<file path="config.mk">
export PLATFORM = sky130hd
export DESIGN_NAME = accessory_logic_line_port
export DESIGN_NICKNAME = d
export VERILOG_FILES = /design/src/hdl/pin_sync.v /design/src/hdl/accessory_logic_line_port.v
export VERILOG_INCLUDE_DIRS = /design/src /design/src/hdl
export SDC_FILE = /design/constraint.sdc
export NUM_CORES = 1
export LEC_CHECK = 0
export BUFFER_PORTS_ARGS = -buffer_cell sky130_fd_sc_hd__buf_2
export CORE_UTILIZATION = 42
export CTS_CLUSTER_SIZE = 30
export DETAILED_ROUTE_END_ITERATION = 16
export HOLD_SLACK_MARGIN = 0.05
export PLACE_DENSITY_LB_ADDON = 0.1
export SLEW_MARGIN = 20
export SYNTH_ARGS = -nofsm -noshare
export SYNTH_HDL_FRONTEND = slang
export SYNTH_SLANG_ARGS = --single-unit
</file>
<file path="constraint.sdc">
create_clock -name clock -period 4.47 [get_ports clock]
set_clock_uncertainty 0.1 [all_clocks]
set_input_delay 0.894 -clock clock [delete_from_list [all_inputs] [get_ports clock]]
set_output_delay 0.894 -clock clock [all_outputs]
set_load 0.01 [all_outputs]
</file>
<file path="src/hdl/accessory_line_regs.vh">
// Register map, field positions and reset values of the accessory line port
`ifndef ACCESSORY_LINE_REGS_VH
`define ACCESSORY_LINE_REGS_VH

`define NUM_LINES 4
`define ADDR_W 8

`define OFS_LEVEL 8'h00
`define OFS_TOGGLE 8'h04
`define OFS_MODE 8'h08
`define OFS_STATUS 8'h0C

`define MODE_LINE0_RX_BIT 0
`define MODE_LINE1_SQL_BIT 1

`define STAT_LINE_LSB 0
`define STAT_SWITCH_LSB 4
`define STAT_RXTEST_BIT 8
`define STAT_SQUELCH_BIT 9
`define STAT_KEY_BIT 10

`define LEVEL_RST 4'h0
`define MODE_RST 2'h0

`define RESP_OKAY 2'h0
`define RESP_SLVERR 2'h2

`endif

</file>
<file path="src/hdl/pin_sync.v">
// Two-stage synchroniser for pin levels
`timescale 1ns/1ns
module pin_sync #(
  parameter WIDTH = 5
) (
  input wire clock,
  input wire nrst,
  input wire [WIDTH-1:0] async_in,
  output wire [WIDTH-1:0] sync_out
);
  reg [WIDTH-1:0] meta_r;
  reg [WIDTH-1:0] sync_r;

  // First stage is read by the second stage only
  always @(posedge clock or negedge nrst) begin
    if (!nrst) begin
      meta_r <= {WIDTH{1'b0}};
      sync_r <= {WIDTH{1'b0}};
    end else begin
      meta_r <= async_in;
      sync_r <= meta_r;
    end
  end

  assign sync_out = sync_r;
endmodule // pin_sync

</file>
<file path="src/hdl/accessory_logic_line_port.v">
// Accessory logic line port with AXI4-Lite register access
//
// Our own choices: the AXI4-Lite slave port and the placing of the registers.
`timescale 1ns/1ns
`include "accessory_line_regs.vh"

// Contract
// - Four lines, each with its own normal state that a press toggles.
// - Switch section closed: line driven as logic level from its setting.
// - Switch section open: line is a contact, opened or closed by setting.
// - Closed section and primary high: secondary pin also driven high.
// - Open section and line low: secondary pin left open circuit.
// - Only lines 0 and 1 have a function selector; others follow setting.
// - Selector in manual setting: line equals its normal-state value.
// - Line 0 in receive-test function: closed/high only in receiver test.
// - Key press moves receiver test to transmitter test; line 0 follows.
// - Line 1 in squelch function: closed/high while squelched, else open/low.
module accessory_logic_line_port #(
  parameter NLINES = `NUM_LINES
) (
  input wire clock,
  input wire nrst,
  // AXI4-Lite slave
  input wire [`ADDR_W-1:0] s_axi_awaddr,
  input wire s_axi_awvalid,
  output wire s_axi_awready,
  input wire [31:0] s_axi_wdata,
  input wire [3:0] s_axi_wstrb,
  input wire s_axi_wvalid,
  output wire s_axi_wready,
  output wire [1:0] s_axi_bresp,
  output wire s_axi_bvalid,
  input wire s_axi_bready,
  input wire [`ADDR_W-1:0] s_axi_araddr,
  input wire s_axi_arvalid,
  output wire s_axi_arready,
  output wire [31:0] s_axi_rdata,
  output wire [1:0] s_axi_rresp,
  output wire s_axi_rvalid,
  input wire s_axi_rready,
  // Instrument condition, same clock domain
  input wire rx_test_mode,
  input wire squelched,
  // Pins from outside
  input wire microphone_key_switch,
  input wire [NLINES-1:0] output_type_switch,
  // Accessory connector
  output wire [NLINES-1:0] line_out,
  output wire [NLINES-1:0] line_oe,
  output wire [NLINES-1:0] aux_out,
  output wire [NLINES-1:0] aux_oe,
  output wire [NLINES-1:0] contact_closed
);

  ////////////////////////////////////////////////////////////////////////////
  // Pin synchronisers
  wire [NLINES:0] pins_sync;
  wire [NLINES-1:0] switch_closed;
  wire key_pressed;

  pin_sync #(
    .WIDTH(NLINES + 1)
  ) u_pin_sync (
    .clock(clock),
    .nrst(nrst),
    .async_in({microphone_key_switch, output_type_switch}),
    .sync_out(pins_sync)
  );

  assign switch_closed = pins_sync[NLINES-1:0];
  assign key_pressed = pins_sync[NLINES];

  ////////////////////////////////////////////////////////////////////////////
  // Settings registers
  reg [NLINES-1:0] level_r;
  reg [1:0] mode_r;

  ////////////////////////////////////////////////////////////////////////////
  // AXI4-Lite write channel
  reg aw_held_r;
  reg [`ADDR_W-1:0] aw_addr_r;
  reg w_held_r;
  reg [31:0] w_data_r;
  reg [3:0] w_strb_r;
  reg bvalid_r;
  reg [1:0] bresp_r;
  wire do_write;

  // Address and data taken in either order; no new ones while answering
  assign s_axi_awready = ~aw_held_r & ~bvalid_r;
  assign s_axi_wready = ~w_held_r & ~bvalid_r;
  assign do_write = aw_held_r & w_held_r & ~bvalid_r;
  assign s_axi_bvalid = bvalid_r;
  assign s_axi_bresp = bresp_r;

  // Byte lanes below a word are ignored, so aliases hit one register
  function [`ADDR_W-1:0] word_addr;
    input [`ADDR_W-1:0] addr;
    begin
      word_addr = {addr[`ADDR_W-1:2], 2'b00};
    end
  endfunction

  function mapped;
    input [`ADDR_W-1:0] addr;
    begin
      case (addr)
        `OFS_LEVEL, `OFS_TOGGLE, `OFS_MODE, `OFS_STATUS: begin
          mapped = 1'b1;
        end
        default: begin
          mapped = 1'b0;
        end
      endcase
    end
  endfunction

  // Address half; held until its data has arrived
  always @(posedge clock or negedge nrst) begin
    if (!nrst) begin
      aw_held_r <= 1'b0;
      aw_addr_r <= {`ADDR_W{1'b0}};
    end else if (s_axi_awvalid && s_axi_awready) begin
      aw_held_r <= 1'b1;
      aw_addr_r <= word_addr(s_axi_awaddr);
    end else if (do_write) begin
      aw_held_r <= 1'b0;
    end
  end

  // Data half; held until its address has arrived
  always @(posedge clock or negedge nrst) begin
    if (!nrst) begin
      w_held_r <= 1'b0;
      w_data_r <= 32'h0000_0000;
      w_strb_r <= 4'h0;
    end else if (s_axi_wvalid && s_axi_wready) begin
      w_held_r <= 1'b1;
      w_data_r <= s_axi_wdata;
      w_strb_r <= s_axi_wstrb;
    end else if (do_write) begin
      w_held_r <= 1'b0;
    end
  end

  // Response one cycle after the pair is complete
  always @(posedge clock or negedge nrst) begin
    if (!nrst) begin
      bvalid_r <= 1'b0;
      bresp_r <= `RESP_OKAY;
    end else if (do_write) begin
      bvalid_r <= 1'b1;
      bresp_r <= mapped(aw_addr_r) ? `RESP_OKAY : `RESP_SLVERR;
    end else if (bvalid_r && s_axi_bready) begin
      bvalid_r <= 1'b0;
    end
  end

  // Settings; status is read-only and writes to it are dropped
  always @(posedge clock or negedge nrst) begin
    if (!nrst) begin
      level_r <= `LEVEL_RST;
      mode_r <= `MODE_RST;
    end else if (do_write && w_strb_r[0]) begin
      case (aw_addr_r)
        `OFS_LEVEL: begin
          level_r <= w_data_r[NLINES-1:0];
        end
        `OFS_TOGGLE: begin
          // Each set bit is one press of that line's control
          level_r <= level_r ^ w_data_r[NLINES-1:0];
        end
        `OFS_MODE: begin
          mode_r <= w_data_r[1:0];
        end
        default: begin
          level_r <= level_r;
        end
      endcase
    end
  end

  ////////////////////////////////////////////////////////////////////////////
  // Line state
  reg [NLINES-1:0] state_nxt;
  wire in_rx_test;

  // Key press leaves receiver test for transmitter test
  assign in_rx_test = rx_test_mode & ~key_pressed;

  always @* begin
    state_nxt = level_r;
    if (mode_r[`MODE_LINE0_RX_BIT]) begin
      state_nxt[0] = in_rx_test;
    end
    if (mode_r[`MODE_LINE1_SQL_BIT]) begin
      state_nxt[1] = squelched;
    end
  end

  ////////////////////////////////////////////////////////////////////////////
  // Pin drive patterns
  wire [NLINES-1:0] logic_high;
  wire [NLINES-1:0] contact_shut;

  // A line is a driven level or a contact, never both
  assign logic_high = state_nxt & switch_closed;
  assign contact_shut = state_nxt & ~switch_closed;

  ////////////////////////////////////////////////////////////////////////////
  // Output stage
  reg [NLINES-1:0] state_r;
  reg [NLINES-1:0] line_out_r;
  reg [NLINES-1:0] line_oe_r;
  reg [NLINES-1:0] aux_out_r;
  reg [NLINES-1:0] aux_oe_r;
  reg [NLINES-1:0] contact_r;

  // Everything released or low on reset, so no accessory is keyed
  always @(posedge clock or negedge nrst) begin
    if (!nrst) begin
      state_r <= {NLINES{1'b0}};
      line_out_r <= {NLINES{1'b0}};
      line_oe_r <= {NLINES{1'b0}};
      aux_out_r <= {NLINES{1'b0}};
      aux_oe_r <= {NLINES{1'b0}};
      contact_r <= {NLINES{1'b0}};
    end else begin
      state_r <= state_nxt;
      line_out_r <= logic_high;
      line_oe_r <= switch_closed;
      aux_out_r <= logic_high;
      // Secondary only driven when high in logic mode
      aux_oe_r <= logic_high;
      contact_r <= contact_shut;
    end
  end

  assign line_out = line_out_r;
  assign line_oe = line_oe_r;
  assign aux_out = aux_out_r;
  assign aux_oe = aux_oe_r;
  assign contact_closed = contact_r;

  ////////////////////////////////////////////////////////////////////////////
  // Status word; a live view, writes never reach it
  reg [31:0] status_word;

  always @* begin
    status_word = 32'h0000_0000;
    status_word[`STAT_LINE_LSB +: NLINES] = state_r;
    status_word[`STAT_SWITCH_LSB +: NLINES] = switch_closed;
    status_word[`STAT_RXTEST_BIT] = in_rx_test;
    status_word[`STAT_SQUELCH_BIT] = squelched;
    status_word[`STAT_KEY_BIT] = key_pressed;
  end

  ////////////////////////////////////////////////////////////////////////////
  // AXI4-Lite read channel
  reg rvalid_r;
  reg [31:0] rdata_r;
  reg [1:0] rresp_r;
  reg [31:0] rd_nxt;
  wire [`ADDR_W-1:0] rd_addr;

  assign rd_addr = word_addr(s_axi_araddr);
  assign s_axi_arready = ~rvalid_r;
  assign s_axi_rvalid = rvalid_r;
  assign s_axi_rdata = rdata_r;
  assign s_axi_rresp = rresp_r;

  always @* begin
    rd_nxt = 32'h0000_0000;
    case (rd_addr)
      `OFS_LEVEL: begin
        rd_nxt[NLINES-1:0] = level_r;
      end
      `OFS_MODE: begin
        rd_nxt[1:0] = mode_r;
      end
      `OFS_STATUS: begin
        rd_nxt = status_word;
      end
      default: begin
        rd_nxt = 32'h0000_0000;
      end
    endcase
  end

  always @(posedge clock or negedge nrst) begin
    if (!nrst) begin
      rvalid_r <= 1'b0;
      rdata_r <= 32'h0000_0000;
      rresp_r <= `RESP_OKAY;
    end else if (s_axi_arvalid && s_axi_arready) begin
      rvalid_r <= 1'b1;
      rdata_r <= rd_nxt;
      rresp_r <= mapped(rd_addr) ? `RESP_OKAY : `RESP_SLVERR;
    end else if (rvalid_r && s_axi_rready) begin
      rvalid_r <= 1'b0;
    end
  end

endmodule // accessory_logic_line_port

</file>
==> impl_metrics.tcl, run 1 <==
set metrics [dict create \
    io_buffers 68 \
    syn_inst 193 \
    outcome "finished, final reports clean" \
    drive_gt1_share_pct 37.8 \
    postCtsResizedCells 0 \
    ff2ff_setup_slack_ps 2570 \
    insertion_delay_ps 330 \
    vdd_ir_drop_max_v 0.000318 \
    rsz0062_at_grt "no" \
    fin_crit_ps 2010 \
    final_cell_mix "68 x buf_2, 60 x dfrtp_1, 23 x conb_1, 14 x mux2_2" \
    yosysSeqAreaShare_pct 61.4 \
    synth-edff-count 0 \
    rr_startpoint "aw_addr_r[7]" \
    synthToLayoutAreaGrowth_pct 19.9 \
    setup_viol 0 \
    firstDrtPassIters 4 \
    r2r_end "mode_r[0]" \
    grt_max_degree 39 \
    wirelength_um 3960 \
    core_um2 5540 \
    grt_util_met1_pct 18.2 \
    cts_setup_buffers 0 \
    async_reset_ff_share_pct 100 \
    antenna_cells 0 \
    grt_usage_pct 14.3 \
    fin_cells 334 \
    hold_path_end "u_pin_sync.sync_out[4]" \
    initial_core_util_pct 44.1 \
    final_antenna_net_count 0 \
    synth_top_cell_by_area "dfrtp_1" \
    grt_pass1_wl_um 6600 \
    overflow 0 \
    grtUsageMet3_pct 3.37 \
    synth_warnings 0 \
    grt_pass1_vias 1419 \
    fmax_ghz 0.497 \
    end_kind "output port" \
    avgSynthCellArea_um2 12.7 \
    clkSinkCount 60 \
    final_common_cell "buf_2" \
    path_class "register to output port" \
    grt_util_met2_pct 21.8 \
    h-tree-depth 3 \
    wl_per_cell_um 11.9 \
    via_count 1562 \
    drt_iter0_markers 40 \
    post-dp-hpwl_um 2890 \
    dp_cells 318 \
    fin_setup_tns_ps 0 \
    worst-r2r-cell-count 3 \
    hold_depth 0 \
    syn-cell-area_um2 2440 \
    cap_viol_max_count 0 \
    die_h_um 78.3 \
    synth_ff_type "dfrtp_1" \
    synth_seq_cells 60 \
    critPathRequiredTime_ps 3480 \
    drc 0 \
    dpl_worst_slack_ps 2380 \
    cts_buffers 9 \
    rows 27 \
    drv_slew 0 \
    globalplace.congestion 0.719 \
    die-area_um2 6130 \
    grt-busiest-layer "met2" \
    via_per_inst 4.68 \
    critPathMaxFanout 5 \
    synth_top_area_share_pct 61.4 \
    yosys-top-cells-area "dfrtp_1 61%, buf_4 9.5%, mux2_2 6.5%" \
    arrival_ps 1020 \
    setup_ws_ps 2460 \
    hp-start "u_pin_sync.meta_r[4]" \
    cts_tree "yes" \
    clockBufferDepth 2 \
    slew_headroom_pct 45.5 \
    final.period_utilization_pct 45.0 \
    fillers 503 \
    hold_buffers 0 \
    cts_root_buf "clkbuf_8" \
    fin_nets 323 \
    hold_violations 0 \
    synth_cell_type_count 32 \
    hold_class "register to register" \
    worst_pin_slew_ps 818 \
    leakage_nw 1.49 \
    cts.reportedPaths.clkPinSlew_ps 60 \
    antenna_found_initial 0 \
    io_pins 127 \
    die_w_um 78.3 \
    startpoint_type "register" \
    p_per_area_nw_per_um2 555 \
]
-- critical path, stage by stage (launching register included) --
cell and delay (ps):
dfrtp_1 430, nor2_1 130, buf_2 140
-- stage by stage --
| step | total power [mW] | utilization, % | instance area [um2] | hold WS [ps] |
|---|---|---|---|---|
| 2_1_floorplan | 1.00 | - | 2530 | 231 |
| 4_1_cts | 1.65 | 52.9 | 2930 | 251 |
| 3_3_place_gp | 1.07 | 48.7 | 2700 | 233 |
| 3_5_place_dp | 1.08 | 48.7 | 2700 | 236 |
| 6_report | 1.63 | 52.9 | 2930 | 247 |
| 5_1_grt | 1.72 | 52.9 | 2930 | 256 |
-- state kept, by name, summed over array words and instances (netlist names), 2 cells and up --
signal	count
w_data_r	4
level_r	4
line_oe	4
mode_r	2
u_pin_sync.meta_r	5
aux_oe	4
contact_closed	4
state_r	4
u_pin_sync.sync_out	5
aw_addr_r	6
s_axi_rdata	11
-- power by group --
part	internal, mW	switching (mW)
logic	0.160	0.153
clock network	0.369	0.198
registers	0.652	0.0945
total	1.18	0.445
-- metal layers --
metal	vias to the layer above	wire, um
met2	68	1780
met1	754	1830
li1	732	-
met4	0	91
met5	-	0
met3	8	259
-- worst max-delay path by stage --
stage / startpoint / endpoint / slack [ps] / depth (start not counted)
6_report: w_held_r / s_axi_wready / 2460 / 2
2_1_floorplan: s_axi_araddr[5] / s_axi_rdata[10] / 2590 / 4
3_5_place_dp: s_axi_araddr[5] / s_axi_rdata[10] / 2380 / 4
3_3_place_gp: s_axi_araddr[5] / s_axi_rdata[10] / 2360 / 4
4_1_cts: w_held_r / s_axi_wready / 2450 / 2
5_1_grt: aw_held_r / s_axi_awready / 2380 / 2
-- synthesized netlist by cell type (2+ instances only) --
cell type,n
nor4b_1,2
nor2b_1,6
buf_4,31
and2_1,5
clkbuf_1,5
inv_1,6
nand2_1,7
a22o_1,7
nand2b_1,3
mux2i_1,4
dfrtp_1,60
nor4_1,3
nor2_1,5
o21ai_0,9
mux2_2,14
nand3_1,4
a21o_1,2
a22oi_1,2
a2bb2oi_1,5
-- final cells by class --
type	instances	area (um2)	area share, %
well taps	72	90.1	3.08
multi-input cells	111	736	25.1
repair buffers	69	348	11.9
inverters	6	22.5	0.769
clock inverters	5	100	3.42
clock buffers	11	131	4.49
flip-flops and latches	60	1500	51.3
-- kinds of logic (layout without fill, tap and decap cells) --
kind of cell	after synthesis	count (layout)	share of synthesized area [%]
AOI/OAI and AO/OA	28	28	8.40
buffers and inverters	44	91	11.8
DFF	60	60	61.4
muxes	18	18	8.09
other	1	23	0.153
and+or+nand+nor	42	42	10.1
Power figures use the tool's default switching activity.
==> run 2, diff against run 1 <==
Settings changed: ABC_AREA from default to 1, CORE_UTILIZATION 42 to 41.
Clock period 4.47 ns to 1.8 ns, I/O delays scaled along.
==> impl_metrics.tcl, run 2 <==
set metrics [dict create \
    initial_core_util_pct 42.8 \
    cts_setup_buffers 0 \
    fin_crit_ps 1490 \
    synthToLayoutAreaGrowth_pct 23.0 \
    grt_max_degree 61 \
    fin_nets 391 \
    worstSetupStartpoint "s_axi_bvalid" \
    synth_cell_type_count 24 \
    multi_input_comb_area_um2 795 \
    grt_pass1_vias 1595 \
    via_count 1750 \
    p_per_area_nw_per_um2 1300 \
    rsz0062_at_grt "no" \
    synth_common_cells "60 x dfrtp_1, 57 x nand2_1, 31 x buf_4" \
    regArea_um2 1500 \
    clockBufferDepth 2 \
    vdd_ir_drop_max_v 0.000652 \
    io_buffers 68 \
    synth-edff-count 0 \
    critPathRequiredTime_ps 1340 \
    die_w_um 80.6 \
    avgSynthCellArea_um2 10.2 \
    placed_cell_area_um2 2840 \
    worst-r2r-cell-count 6 \
    cap_viol_max_count 0 \
    die-area_um2 6490 \
    grt_usage_pct 15.2 \
    firstDrtPassIters 4 \
    ff2ff_setup_slack_ps 420 \
    cts.reportedPaths.clkPinSlew_ps 60 \
    globalplace.congestion 0.771 \
    postCtsResizedCells 0 \
    drt-met1-wl_um 1980 \
    fin_total_pwr_mw 4.04 \
    final.period_utilization_pct 82.8 \
    synth_top_cell_by_area "dfrtp_1" \
    r2r_end "mode_r[1]" \
    drc 0 \
    end_kind "output port" \
    fillers 555 \
    fin_setup_tns_ps 0 \
    final_common_cell "buf_2" \
    syn-cell-area_um2 2530 \
    synth_top_area_share_pct 59.3 \
    fin_util_pct 52.6 \
    antenna_cells 0 \
    cts_root_buf "clkbuf_8" \
    drv_slew 0 \
    yosysMostFrequentCell "dfrtp_1" \
    cp_cell_sequence "nor2_2, buf_2" \
    leakage_nw 1.73 \
    synth_seq_cells 60 \
    drive_gt1_share_pct 31.2 \
    drt_iter0_markers 82 \
    synth_warnings 0 \
    outcome "finished, final reports clean" \
    critical_path.slowest_cell "dfrtp_1" \
    wl_per_cell_um 10.5 \
    synth_ff_type "dfrtp_1" \
    maxUsedRoutingLayer "met4" \
    die_h_um 80.6 \
    overflow 0 \
    yosysSeqAreaShare_pct 59.3 \
    post-dp-hpwl_um 3060 \
    path_class "register to output port" \
    wl_met2_um 1900 \
    rows 28 \
    async_reset_ff_share_pct 100 \
    core_um2 5920 \
    insertion_delay_ps 330 \
    setup_viol 0 \
    io_pins 127 \
    hold_class "input pin to register" \
    fmax_ghz 0.671 \
    hold_violations 0 \
    cts_buffers 9 \
    rr_startpoint "s_axi_bvalid" \
    slowest_delay_ps 420 \
    largest_register_ffs 11 \
    final_cell_mix "68 x buf_2, 60 x dfrtp_1, 57 x nand2_1, 23 x conb_1" \
    final_area_um2 3110 \
    via_per_inst 4.32 \
    cts_tree "yes" \
    clkSinkCount 60 \
    yosys-top-cells-area "dfrtp_1 59%, buf_4 9.2%, nand2_1 8.5%" \
    h-tree-depth 3 \
    grt_pass1_wl_um 7200 \
    wirelength_um 4270 \
    final_antenna_net_count 0 \
    arrival_ps 1030 \
    startpoint_type "register" \
    met3WireLength_um 287 \
    syn_inst 248 \
    antenna_found_initial 0 \
    crit_end "s_axi_wready" \
    critPathMaxFanout 4 \
]
run 2: cells by family (layout without fill, tap and decap cells):
kind of cell	Yosys count	after routing	synth area share, %
simple gates	104	104	18.8
mux	8	8	3.56
xor+xnor	4	4	1.38
compound gates	18	18	4.20
buf+inv	53	113	12.6
other cells	1	23	0.148
flops	60	60	59.3
run 2: worst min-delay path by stage:
| stage | cells after the start | slack, ps | from | to |
|---|---|---|---|---|
| finish | 2 | 110 | s_axi_bready | s_axi_bvalid |
| global route | 2 | 130 | s_axi_rready | s_axi_rvalid |
| CTS | 2 | 100 | s_axi_bready | s_axi_bvalid |
| detailed placement | 0 | 230 | u_pin_sync.meta_r[4] | u_pin_sync.sync_out[4] |
| global placement | 0 | 230 | u_pin_sync.meta_r[2] | u_pin_sync.sync_out[2] |
| floorplan | 0 | -40 | nrst | aux_oe[0] |
run 2: worst max-delay path, delay by kind of cell (launching register included):
family / cells / cell delay, ps
simple gates: 1 / 150
flops: 1 / 420
buf+inv: 1 / 140
run 2: repair_timing:
item	4_1_cts	5_1_grt
setup endpoints to repair	0	0
hold buffers	6	0
endpoints found under the hold margin	65	0
run 2: layer usage:
| metal | vias up | global-route usage, % |
|---|---|---|
| li1 | 892 | - |
| met5 | - | 0 |
| met1 | 783 | 18.7 |
| met2 | 64 | 23.7 |
| met3 | 11 | 4.20 |
| met4 | 0 | 9.11 |
run 2: layout make-up:
type,instances,area share [%]
Tap cell,75,3.01
Inverter,21,2.57
Clock inverter,5,2.41
Timing Repair Buffer,76,13.7
Sequential cell,60,48.2
Clock buffer,11,4.54
Multi-Input combinational cell,157,25.5
run 2: stage by stage:
| stage | hold slack (ps) | cells | setup slack [ps] |
|---|---|---|---|
| floorplan | -35.6 | 270 | 483 |
| global placement | 234 | 383 | 315 |
| detailed placement | 235 | 383 | 311 |
| CTS | 98.5 | 405 | 287 |
| global route | 129 | 405 | 244 |
| finish | 115 | 405 | 309 |
run 2: report_power, final:
part / leakage, nW / switching [mW] / total [mW] / internal [mW]
combinational: 0.862 / 0.492 / 0.870 / 0.378
sequential: 0.757 / 0.214 / 1.86 / 1.65
clock: 0.113 / 0.503 / 1.31 / 0.810
==> run 3, diff against run 2 <==
Settings changed: CORE_UTILIZATION 41 to 42.
Clock period 1.8 ns to 1.4 ns, I/O delays scaled along.
==> impl_metrics.tcl, run 3 (synthesis results as in run 2) <==
set metrics [dict create \
    outcome "finished with violations" \
    violations "negative setup slack" \
    cts_buffers 9 \
    fin_crit_ps 1420 \
    firstDrtPassIters 4 \
    wl_per_cell_um 10.4 \
    drc 0 \
    pwr-share-comb_pct 25.0 \
    p_seq_share_pct 47.1 \
    grt_usage_pct 15.2 \
    arrival_ps 1040 \
    grt_pass1_vias 1643 \
    via_count 1795 \
    hold_class "input pin to register" \
    largest_register_ffs 11 \
    startpoint_type "register" \
    rsz0062_at_grt "yes" \
    hold_violations 0 \
    initial_core_util_pct 44.9 \
    setup_ws_ps -21.1 \
    fin_nets 405 \
    rows 27 \
    synthToLayoutAreaGrowth_pct 27.1 \
    grt_max_degree 61 \
    leakage_nw 1.79 \
    antenna_found_initial 0 \
    path_class "register to output port" \
    globalplace.congestion 0.763 \
    core_um2 5640 \
    antenna_cells 0 \
    io_pins 127 \
    fmax_ghz 0.704 \
    io_buffers 68 \
    cts_root_buf "clkbuf_8" \
    drt_iter0_markers 95 \
    p_sw_mw 1.59 \
    die_w_um 79.6 \
    vdd_ir_drop_max_v 0.000861 \
    insertion_delay_ps 330 \
    drv_slew 0 \
    h-tree-depth 3 \
    critPathMaxFanout 4 \
    overflow 0 \
    cts.reportedPaths.clkPinSlew_ps 60 \
    via_per_inst 4.33 \
    post-dp-hpwl_um 3020 \
    final_common_cell "buf_2" \
    fin_total_pwr_mw 5.12 \
    wirelength_um 4320 \
    critPathRequiredTime_ps 1020 \
    clkSinkCount 60 \
    drive_gt1_share_pct 33.2 \
    end_kind "output port" \
    clockBufferDepth 2 \
    final.period_utilization_pct 102 \
    p_int_mw 3.53 \
    cts_tree "yes" \
    p_clk_share_pct 27.9 \
    cap_viol_max_count 0 \
    die-area_um2 6340 \
    setup_viol 2 \
    fin_util_pct 57.0 \
    final_cell_mix "68 x buf_2, 60 x dfrtp_1, 57 x nand2_1, 23 x conb_1, 18 x inv_1" \
    die_h_um 79.6 \
    final_antenna_net_count 0 \
    p_per_area_nw_per_um2 1590 \
    switching_share_pct 31.1 \
    grt_pass1_wl_um 7200 \
]
## run 3: changes by cell type in the layout (fill, tap and decap cells not counted), moves of 2 or more
cell / delta
dlygate4sd3_1: +5
buf_4: +8
nor2_2: +3
clkinv_2: -2
nor2_1: -4
bufinv_16: -2
clkbuf_8: +3
## run 3: power by group through the flow
| stage | Sequential, mW | Combinational (mW) | Clock (mW) |
|---|---|---|---|
| final | 2.41 | 1.28 | 1.43 |
| after global routing | 2.47 | 1.46 | 1.56 |
| after CTS | 2.39 | 1.23 | 1.48 |
| after detailed placement | 2.42 | 1.16 | 0 |
| after global placement | 2.42 | 1.14 | 0 |
| after floorplan | 2.41 | 0.833 | 0 |
## run 3: path summary, 6_finish.rpt
| kind | from | end | slack, ps | depth (start not counted) |
|---|---|---|---|---|
| worst min register to register | u_pin_sync.meta_r[1] | u_pin_sync.sync_out[1] | 250 | 0 |
| max in group asynchronous | nrst | contact_closed[0] | 550 | 3 |
| worst max-delay path | s_axi_bvalid | s_axi_wready | -20 | 2 |
| worst min-delay path | s_axi_wdata[3] | w_data_r[3] | 60 | 2 |
| worst max register to register | s_axi_bvalid | w_data_r[3] | 100 | 4 |
| min in group asynchronous | nrst | line_oe[2] | 380 | 3 |
## run 3: final cells by class
| cell class | instances | area, um2 |
|---|---|---|
| Inverter | 21 | 80.1 |
| Fill cell | 536 | 2420 |
| Clock buffer | 14 | 183 |
| Timing Repair Buffer | 89 | 538 |
| Sequential cell | 60 | 1500 |
| Multi-Input combinational cell | 158 | 820 |
| Tap cell | 72 | 90.1 |
| Clock inverter | 1 | 5.00 |
## run 3: per-layer routing
| metal | global-route usage, % | share of wire, % | routed length (um) |
|---|---|---|---|
| met5 | 0 | 0 | 0 |
| met3 | 4.80 | 7.3 | 313 |
| met4 | 8.73 | 2.3 | 99 |
| met1 | 19.4 | 46 | 1990 |
| met2 | 22.8 | 44 | 1920 |
## run 3: what timing repair did
item / in CTS / in global routing
hold buffers: 10 / 1
gates cloned: 0 / 1
setup buffers: 2 / 1
pin swaps: 2 / 2
setup endpoints to repair: 2 / 9
hold endpoints to repair: 69 / 1
resized for setup: 0 / 6
## run 3: stage by stage
step                cell area [um2]  TNS, ps  std cells  worst slack (ps)  hold WS (ps)
CTS                            3170    -14.8        412             -14.8          51.6
global route                   3220     -175        415             -65.7          65.7
finish                         3220    -22.8        415             -21.1          63.8
global placement               2870        0        385              69.3           213
floorplan                      2610        0        270              82.9          -116
detailed placement             2870        0        385              49.7           208
## run 3: worst max-delay path, stage by stage (launching register included)
cell and delay (ps):
dfrtp_1 420, nor2_2 150, buf_2 140
